$ cat src/rtl/bzx_pkg.sv
// package of constants and types for the branch-if-zero decode and execute block
package bzx_pkg;
    // opcode field: upper eight bits of the instruction word
    localparam logic [7:0] OPCODE_VALUE = 8'he0;
    localparam int OPCODE_MSB = 15;
    localparam int OPCODE_LSB = 8;
    // offset literal: eight low bits of the instruction word
    localparam int OFFSET_MSB = 7;
    localparam int OFFSET_LSB = 0;
    localparam int OFFSET_WIDTH = 8;
    // bytes per instruction word, the fetch increment
    localparam int WORD_BYTES = 2;
    // phase counter reset value
    localparam logic [1:0] PHASE_RESET = 2'h0;
    // program counter width carried by the pc write struct
    localparam int PC_BITS = 21;

    // four-phase instruction cycle
    typedef enum logic [1:0] {
        BZX_PHASE_ONE = 2'b00,
        BZX_PHASE_TWO = 2'b01,
        BZX_PHASE_THREE = 2'b10,
        BZX_PHASE_FOUR = 2'b11
    } bzx_phase_t;

    // execute state: first cycle or idle refill cycle
    typedef enum logic [0:0] {
        BZX_EXEC = 1'b0,
        BZX_FLUSH = 1'b1
    } bzx_state_t;

    // program counter write request
    typedef struct packed {
        logic write;
        logic [PC_BITS-1:0] value;
    } bzx_pcwr_t;
endpackage
$ cat src/rtl/bzx_branch_if_zero.sv
// branch-if-zero instruction decode and execute logic with its phase sequencing
// What this block does
// - recognise a one-word instruction whose upper eight bits are 1110 0000
// - branch only when the zero flag is one; otherwise continue sequentially
// - treat the literal as two's complement, double it, add to the program counter
// - target is instruction address plus two plus twice the offset
// - one cycle when not taken, two when taken; the second is idle
// - decode in phase one, read literal phase two, process three, write pc four
// - leave every status flag unchanged, taken or not
`timescale 1ns/10ps
`default_nettype none
module bzx_branch_if_zero #(
    parameter int PC_WIDTH = 21
) (
    input wire logic sys_clk,
    input wire logic nrst,
    input wire logic instrValid,
    input wire logic [15:0] instrWord,
    input wire logic [PC_WIDTH-1:0] pcNow,
    input wire logic zeroFlag,
    output logic isBranch,
    output logic [1:0] phase,
    output logic flushCycle,
    output logic instrDone,
    output logic flagWrite,
    output bzx_pkg::bzx_pcwr_t pcWrite
);
    // elaboration checks: the pc write struct fixes the pc width, and the
    // doubled offset needs room above the sign bit of the literal
    if (PC_WIDTH != bzx_pkg::PC_BITS) begin : g_pcWidthBad
        $error("PC_WIDTH must match the pc write struct width");
    end
    if (PC_WIDTH <= bzx_pkg::OFFSET_WIDTH) begin : g_pcNarrow
        $error("PC_WIDTH must be wider than the offset literal");
    end

    ////////////////////////////////////////////////////////////////////////////
    // phase counter and execute state
    bzx_pkg::bzx_phase_t phaseNow;
    bzx_pkg::bzx_state_t state;
    bzx_pkg::bzx_state_t next_state;
    logic [15:0] instrHeld;
    logic [7:0] literal;
    logic takenHeld;

    // phases cycle freely, one per clock
    always_ff @(posedge sys_clk) begin
        if (!nrst) begin
            phaseNow <= bzx_pkg::bzx_phase_t'(bzx_pkg::PHASE_RESET);
        end else begin
            phaseNow <= bzx_pkg::bzx_phase_t'(phaseNow + 2'h1);
        end
    end

    wire atOne = (phaseNow == bzx_pkg::BZX_PHASE_ONE);
    wire atTwo = (phaseNow == bzx_pkg::BZX_PHASE_TWO);
    wire atThree = (phaseNow == bzx_pkg::BZX_PHASE_THREE);
    wire atFour = (phaseNow == bzx_pkg::BZX_PHASE_FOUR);

    ////////////////////////////////////////////////////////////////////////////
    // decode: opcode match on the held word
    wire opMatch = (instrHeld[bzx_pkg::OPCODE_MSB:bzx_pkg::OPCODE_LSB]
        == bzx_pkg::OPCODE_VALUE);
    wire decodeHit = (state == bzx_pkg::BZX_EXEC) && opMatch;

    // instruction latched in phase one; ignored during the idle refill cycle
    // a word not marked valid is held as zero, which never matches the opcode
    always_ff @(posedge sys_clk) begin
        if (!nrst) begin
            instrHeld <= 16'h0000;
        end else if (atOne && state == bzx_pkg::BZX_EXEC) begin
            instrHeld <= instrValid ? instrWord : 16'h0000;
        end
    end

    // literal read in phase two, zero flag sampled there too
    always_ff @(posedge sys_clk) begin
        if (!nrst) begin
            literal <= 8'h00;
            takenHeld <= 1'b0;
        end else if (atTwo) begin
            literal <= instrHeld[bzx_pkg::OFFSET_MSB:bzx_pkg::OFFSET_LSB];
            takenHeld <= decodeHit && zeroFlag;
        end
    end

    ////////////////////////////////////////////////////////////////////////////
    // process data in phase three: sign-extend, double, add to advanced pc
    // pcNow is already past this instruction, so +2 is implicit
    wire [PC_WIDTH-1:0] offsetExt = {{(PC_WIDTH-bzx_pkg::OFFSET_WIDTH){literal[7]}}, literal};
    wire [PC_WIDTH-1:0] offsetX2 = {offsetExt[PC_WIDTH-2:0], 1'b0};
    wire [PC_WIDTH-1:0] nextTarget = pcNow + offsetX2;
    // the strobe is decided in phase three so that it stands through phase four;
    // the state term keeps the refill cycle from ever writing the pc
    wire writeNow = atThree && takenHeld && (state == bzx_pkg::BZX_EXEC);

    ////////////////////////////////////////////////////////////////////////////
    // state: a taken branch adds one idle cycle after phase four
    // the idle cycle reuses the free-running phases, so it lasts exactly four clocks
    always_comb begin
        next_state = state;
        unique case (state)
            bzx_pkg::BZX_EXEC: begin
                if (atFour && takenHeld) begin
                    next_state = bzx_pkg::BZX_FLUSH;
                end
            end
            bzx_pkg::BZX_FLUSH: begin
                if (atFour) begin
                    next_state = bzx_pkg::BZX_EXEC;
                end
            end
        endcase
    end

    always_ff @(posedge sys_clk) begin
        if (!nrst) begin
            state <= bzx_pkg::BZX_EXEC;
        end else begin
            state <= next_state;
        end
    end

    ////////////////////////////////////////////////////////////////////////////
    // outputs: pc write in phase four, status flags never written
    always_ff @(posedge sys_clk) begin
        if (!nrst) begin
            pcWrite <= '0;
        end else begin
            pcWrite.write <= writeNow;
            if (atThree) begin
                pcWrite.value <= nextTarget;
            end
        end
    end

    assign flagWrite = 1'b0;
    assign phase = phaseNow;
    assign flushCycle = (state == bzx_pkg::BZX_FLUSH);
    // masked in phase one, where the held word still belongs to the last instruction
    assign isBranch = decodeHit && !atOne;
    // done at the end of phase four of the last cycle of the instruction
    assign instrDone = atFour && ((state == bzx_pkg::BZX_EXEC && opMatch && !takenHeld)
        || state == bzx_pkg::BZX_FLUSH);
endmodule
`default_nettype wire

$ cat config.mk
export PLATFORM = sky130hd
export DESIGN_NAME = bzx_branch_if_zero
export DESIGN_NICKNAME = d
export VERILOG_FILES = /design/src/rtl/bzx_pkg.sv /design/src/rtl/bzx_branch_if_zero.sv
export SDC_FILE = /design/constraint.sdc
export NUM_CORES = 1
export LEC_CHECK = 0
export BUFFER_PORTS_ARGS = -buffer_cell sky130_fd_sc_hd__buf_2
export CELL_PAD_IN_SITES_DETAIL_PLACEMENT = 1
export CELL_PAD_IN_SITES_GLOBAL_PLACEMENT = 2
export CORE_ASPECT_RATIO = 0.6
export CORE_MARGIN = 4
export CORE_UTILIZATION = 31
export CTS_CLUSTER_DIAMETER = 30
export DETAILED_ROUTE_END_ITERATION = 7
export HOLD_SLACK_MARGIN = 0.1
export PLACE_DENSITY = 0.88
export SYNTH_ARGS = -nofsm -noshare
export SYNTH_HDL_FRONTEND = slang
export SYNTH_SLANG_ARGS = --single-unit
$ cat constraint.sdc
create_clock -name sys_clk -period 2.6 [get_ports sys_clk]
set_input_delay 0.26 -clock sys_clk [delete_from_list [all_inputs] [get_ports sys_clk]]
set_output_delay 0.26 -clock sys_clk [all_outputs]
set_load 0.01 [all_outputs]
* Yosys cells after proc, flatten, opt, wreduce, memory -nomap -nowiden
Index checks and enable logic that the tools add are counted.
Cells by class: add/subtract/negate cells 2, $mul 0, divide/modulo/power cells 0, magnitude comparators 0, eq/ne operators 4, shift-type cells 0, multiplexer cells 4, bitwise logic cells 1, reduce and logical (&&, ||, !) cells 13
Operator list (number):
- $add 21x21->21 | 1
- $mux 16 | 1
- $logic_and 1x1->1 | 9
- $eq 8x8->1 const B | 1
- $eq 2x2->1 const B | 2
- $add 2x1->2 const B | 1
- $eq 2x1->1 const B | 1
- $logic_not 1->1 | 2
- $logic_not 2->1 | 1
- $mux 1 | 2
- $pmux 1 s2 | 1
- $logic_or 1x1->1 | 1
- $not 1->1 | 1
Storage, ports and cells: flip-flop bits (word level) 50, latch bits 0, memory bits (writable) 0, memory bits (read-only) 0, bits of input ports 41, output and inout port bits 28, memories 0

* Logic depth before layout (Yosys ltp)
Gate-level depths: netlist of run 1.
depth in word-level cells 5, depth in mapped cells 8, depth with buffers taken out 8

* Worst setup path before layout of run 1
Ideal clock, no wire load.
kind reg2reg, start register literal[7], end register pcWrite[20] (netlist name), data arrival time 2.280 ns, data required time 2.512 ns, setup slack 0.232 ns, stages on the path, launching flop included 9, path buffers 1, path through dfxtp_1 -> ha_1 -> buf_2 -> nand2_1 -> nor2_1 -> a221oi_2 -> o21ai_0 -> or3_2 -> a311oi_2
Between the ends: word-level cells in the longest chain between the ends 1
RTL lines:
- from (decl) | line bzx_branch_if_zero.sv:43 | logic [7:0] literal;
- from (signal assigned) | line bzx_branch_if_zero.sv:82 | literal <= instrHeld[bzx_pkg::OFFSET_MSB:bzx_pkg::OFFSET_LSB];
- $add 21x21->21 | line bzx_branch_if_zero.sv:92 | wire [PC_WIDTH-1:0] nextTarget = pcNow + offsetX2;
- to (decl) | line bzx_branch_if_zero.sv:26 | output bzx_pkg::bzx_pcwr_t pcWrite
No other way between the ends. A chain may end at the register's enable or synchronous reset.

* Worst setup path in the final report of run 1
start register literal[0], end register pcWrite[19] (netlist name)
The elaborated chain is that of the path after synthesis.

==> flow_summary.ini, run 1 <==
[placement]
port_buffers = 67
dp_hpwl_um = 7070
gp_congestion = 0.917
dpl_worst_slack_ns = 0.0675

[global_route]
overflow = 0
grt_pass1_wl_um = 14700
grt_usage_pct = 17.0
grt_pass1_vias = 2791
grt_max_degree = 38
antenna_found_initial = 0

[pwr]
totalPowerFinal_mw = 1.88
p_int_mw = 1.35
p_switching_mw = 0.533
ir_worst_vdd_mv = 0.219
p_leak_nw = 1.56
clock_power_share_pct = 38.0
power.density_nw_per_um2 = 540
p_sw_share_pct = 28.3
p_comb_share_pct = 17.8
p_seq_share_pct = 44.2

[synth]
yosys-top-cells-count = dfxtp_1 (50), a21oi_1 (31), nand2_1 (31)
synthCells = 333
syn_nets = 398
synth.distinct_cells = 55
synth_flop_cell = dfxtp_1
syn-cell-area_um2 = 2880
async_flop_share_pct = 0
synth.ff_latch_count = 50
syn_avg_cell_area_um2 = 8.65
synth-edff-count = 0
yosysMostFrequentCell = dfxtp_1
yosys.area.top_type = dfxtp_1
synth-seq-area-share_pct = 34.7
synth_area_leaders = dfxtp_1 (35%), ha_1 (10%), mux2i_1 (5.6%)
yosys_warnings = 0
synth_top_area_share_pct = 34.7

[cts]
numCtsBuffers = 5
cts.reportedPaths.clkPinSlew_ns = 0.07
root_buffer = clkbuf_16
clk_path_buf_depth = 2
cts_tree = yes
clock-sinks = 50
insertion_delay_ns = 0.30
h-tree-depth = 2
cts_hold_buf = 0

[worst_hold_path]
hold_path_depth = 3
hold_path_class = in -> reg

[sta]
hold_viol = 0
worstMarginPinSlew_ns = 1.15
rsz0062_at_grt = false
timing.hold.ws_ns = 0.216
slew_headroom_pct = 23.2
final_max_slew_viol_count = 0
fmax_ghz = 0.407
setup_viol = 0
skew_ns = 0.00674
finalCriticalPeriod_ns = 2.46
fin_ws_ns = 0.143
final.period_utilization_pct = 94.5
fin_setup_tns_ns = 0

[floorplanning]
start_util_pct = 32.8
fp-row-count = 26
die_h_um = 82.7
core_um2 = 8780
die_w_um = 132
io-pin-count = 69
dieArea_um2 = 11000

[job]
drv_cap = 0

[run_status]
status = complete, no violations

[drt]
drcViolationCount = 0
viasPerCell = 5.36
final_antenna_net_count = 0
wirelength_um = 8910
vias = 2732
dr.first_iter.drc_count = 112
firstDrtPassIters = 4
wire_per_inst_um = 17.5

[setup_path]
cp.arrival_ns = 2.67
r2r_slack_ns = 0.14
critPathKind = reg -> reg
cp_max_fo = 3
endpoint_kind = register
crit_required_ns = 2.81
reg2regPathDepth = 8
critical_path.startpoint_type = register

[final_layout]
nFillCells = 1054
diodes = 0
area_growth_pct = 20.9
drive_gt1_share_pct = 24.9
fin_nets = 462
==> layer usage <==
metal  GRT usage (%)  vias up  part of all wire [%]
met5               0        -                     0
met4            4.15        0                   1.1
met3            4.60       10                   6.4
met2            25.6       73                    41
met1            24.1     1326                    51
li1                -     1323                     -
==> worst max-delay path, stage by stage, from the launching register on <==
cell,delay [ns]
dfxtp_1,0.32
ha_1,0.22
fa_1,0.41
a21o_2,0.23
a221oi_2,0.35
o21ai_0,0.23
and4_1,0.25
o21a_1,0.18
o31ai_1,0.18
==> through the flow <==
step | cell area (um2) | util, % | cells
3_3_place_gp | 3320 | 37.8 | 502
5_1_grt | 3480 | 39.7 | 510
6_report | 3480 | 39.7 | 510
3_5_place_dp | 3320 | 37.8 | 502
2_1_floorplan | 2880 | - | 333
4_1_cts | 3480 | 39.6 | 510
==> layout make-up <==
type | count | area, um2 | area share (%)
repair buffers | 75 | 395 | 11.3
well taps | 112 | 140 | 4.02
clock buffers | 7 | 153 | 4.38
inverters | 10 | 37.5 | 1.08
flip-flops and latches | 50 | 1000 | 28.8
multi-input cells | 255 | 1750 | 50.2
clock inverters | 1 | 8.76 | 0.251
==> cell families (layout without fill, tap and decap cells) <==
| kind of cell | after synthesis | after routing | share of synthesized area (%) |
|---|---|---|---|
| AOI/OAI and AO/OA | 84 | 84 | 21.1 |
| xor gates and xnor gates | 10 | 10 | 3.04 |
| adders and majority gates | 24 | 24 | 10.7 |
| buffers and inverters | 28 | 93 | 4.73 |
| DFF | 50 | 50 | 34.7 |
| muxes | 16 | 16 | 5.56 |
| other | 1 | 1 | 0.130 |
| and+or+nand+nor | 120 | 120 | 20.1 |
==> registers in the layout, indices dropped and copies added (netlist names) <==
signal	flops
instrHeld	16
flushCycle	1
literal	8
phase	2
takenHeld	1
pcWrite	22
==> power groups by stage <==
stage               clock network, mW  logic, mW  registers, mW
global placement                    0      0.325          0.849
floorplan                           0      0.207          0.855
detailed placement                  0      0.333          0.850
CTS                             0.739      0.336          0.833
finish                          0.716      0.334          0.832
global route                    0.770      0.374          0.837
==> path summary, 6_finish.rpt <==
check	to	from
hold reg to reg	pcWrite[13]	pcWrite[13]
setup reg to reg	pcWrite[19]	literal[0]
setup / recovery	pcWrite[19]	literal[0]
hold / removal	pcWrite[0]	pcNow[0]
==> timing repair <==
| item | in CTS | in global routing |
|---|---|---|
| resized for setup | 0 | 2 |
| setup buffers | 0 | 0 |
| endpoints found under the setup margin | 0 | 1 |
==> layout by cell type, fill, tap and decap left out, types with 2 or more instances in the layout <==
cell type / count
a21oi_1: 30
a221oi_2: 2
mux2i_1: 16
buf_4: 8
o21bai_1: 4
and4_1: 2
clkbuf_8: 2
inv_1: 10
nand4_1: 3
nand3_1: 27
a2111oi_4: 2
a21o_1: 9
o21ai_1: 2
o311ai_0: 2
a21oi_2: 3
nor2b_1: 4
xor2_1: 4
nor2_1: 30
o21a_1: 6
o21ai_0: 7
a211oi_1: 3
nand2_1: 31
and2_1: 4
a221o_1: 2
nor3_1: 4
buf_2: 67
dfxtp_1: 49
ha_1: 23
nand2b_1: 2
a31oi_1: 2
clkbuf_16: 5
or3_1: 3
and3_1: 2
xnor2_1: 6
o2111ai_1: 2
Power figures use the tool's default switching activity.
==> run 2, diff against run 1 <==
- SETUP_SLACK_MARGIN: not set -> 0.15
==> run 2 against run 1 <==
Clock power about the same. Hold slack about the same. Fmax is 2.4% higher. First-iteration DRC count grew 17%. Cell count is 0.39% higher. Via count decreased by 0.48%. Highest routed layer unchanged. Sequential power is essentially flat. Clock-buffer cell count stayed put. Die area unchanged. Power about the same. Flip-flop and latch count did not move.
==> flow_summary.ini, run 2 (synthesized netlist as in run 1, its figures left out) <==
[run_status]
status = complete, no violations

[job]
drv_cap = 0

[global_route]
grt_pass1_wl_um = 14700
antenna_found_initial = 0
grt_usage_pct = 17.0
grt_max_degree = 38
grt_pass1_vias = 2792
overflow = 0

[sta]
slew_headroom_pct = 23.3
fmax_ghz = 0.417
worstMarginPinSlew_ns = 1.15
setup_viol = 0
fin_setup_tns_ns = 0
final_max_slew_viol_count = 0
hold_viol = 0
skew_ns = 0.00596
rsz0062_at_grt = true
fin_ws_ns = 0.201
final.period_utilization_pct = 92.3
finalCriticalPeriod_ns = 2.40
timing.hold.ws_ns = 0.215

[cts]
cts_hold_buf = 0
clk_path_buf_depth = 2
root_buffer = clkbuf_16
cts.reportedPaths.clkPinSlew_ns = 0.07
numCtsBuffers = 5
clock-sinks = 50
h-tree-depth = 2
cts_tree = yes
insertion_delay_ns = 0.29

[setup_path]
critPathKind = reg -> reg
path_buf_inv = 0
crit_required_ns = 2.81
cp_slowest_cell = or3_2
cp_max_fo = 6
critical_path.startpoint_type = register
endpoint_kind = register
worstReg2RegStart = literal[7]
reg2regPathDepth = 7
path_delay_family = compound AO/OA/AOI/OAI gates
r2r_slack_ns = 0.20
cp.arrival_ns = 2.60
rr_endpoint = pcWrite[20]
cpPeakStageDelay_ns = 0.47
worstPathCellList = ha_2 > a21oi_2 > o311ai_2 > o21ai_2 > a2111oi_4 > or3_2 > a311oi_2

[final_layout]
final_common_cell = buf_2
fin_area_um2 = 3530
drive_gt1_share_pct = 26.0
regMostFlops = pcWrite
layout_common_cells = buf_2 (67), dfxtp_1 (49), nand2_1 (31)
fin_nets = 464
fin_util_pct = 40.2
area_growth_pct = 22.4
fin_cells = 512
largest_register_ffs = 22
top_regs = pcWrite (22), instrHeld (16), literal (8)
diodes = 0

[drt]
vias = 2719
wirelength_um = 9020
final_antenna_net_count = 0
viasPerCell = 5.31
drcViolationCount = 0
firstDrtPassIters = 4
dr.first_iter.drc_count = 131
wire_per_inst_um = 17.6

[floorplanning]
core_um2 = 8780
fp-row-count = 26
die_w_um = 132
dieArea_um2 = 11000
die_h_um = 82.7
io-pin-count = 69
start_util_pct = 32.8

[placement]
dpl-instance-area_um2 = 3320
dpl_worst_slack_ns = 0.0675
port_buffers = 67
dp_hpwl_um = 7070
gp_congestion = 0.917
dp.cells = 502

[worst_hold_path]
hold_path_class = in -> reg
hold_path_depth = 3
hold_end = pcWrite[0]
min_from = pcNow[0]

[pwr]
ir_worst_vdd_mv = 0.218
totalPowerFinal_mw = 1.88
p_leak_nw = 1.57
power.density_nw_per_um2 = 534
[run 2: changes by cell type in the layout (fill, tap and decap cells not counted)]
cell      delta
dfxtp_4      +1
buf_4        +2
a21oi_2      +1
a221oi_2     -1
a21oi_1      -1
ha_2         +1
a221oi_4     +1
o311ai_2     +1
dfxtp_2      -1
o311ai_1     -1
ha_1         -1
[run 2: area by class of cell]
cell class                      count  area, um2
Fill cell                        1052       5260
Sequential cell                    50       1000
Multi-Input combinational cell    255       1770
Clock buffer                        7        153
Inverter                           10       37.5
Clock inverter                      1       8.76
Timing Repair Buffer               77        410
Tap cell                          112        140
[run 2: per-layer routing]
metal  up-vias  wire length (um)  part of all wire, %  GRT usage [%]
met4         0                94                  1.0           4.15
met3        10               611                  6.8           4.60
met1      1289              4620                   51           24.1
met5         -                 0                    0              0
met2        84              3700                   41           25.6
li1       1336                 -                    -              -
[run 2: where the power goes]
part           switching (mW)  total (mW)  internal (mW)
Combinational           0.205       0.339          0.133
Sequential             0.0260       0.831          0.805
Clock                   0.302       0.713          0.412
Total                   0.533        1.88           1.35
[run 2: worst reg2reg max path, cell delays in order, from the launching register on]
cell       delay (ns)
dfxtp_4          0.40
ha_2             0.33
a21oi_2          0.22
o311ai_2         0.17
o21ai_2          0.33
a2111oi_4        0.12
or3_2            0.47
a311oi_2         0.27
[run 2: how the worst max path moves through the flow]
stage	startpoint	endpoint	slack (ns)	depth (start not counted)
final	literal[7]	pcWrite[20]	0.20	7
after global routing	literal[0]	pcWrite[19]	0.1	8
after CTS	literal[7]	pcWrite[20]	0.20	8
after detailed placement	literal[7]	pcWrite[20]	0.07	7
after global placement	pcNow[1]	pcWrite[17]	0.17	9
after floorplan	literal[7]	pcWrite[20]	0.23	8
[run 2: repair_timing]
item | CTS | global route
gates cloned | 0 | 0
buffers inserted | 0 | 2
gates resized for setup | 3 | 4
pin swaps | 0 | 3
setup endpoints to repair | 2 | 5
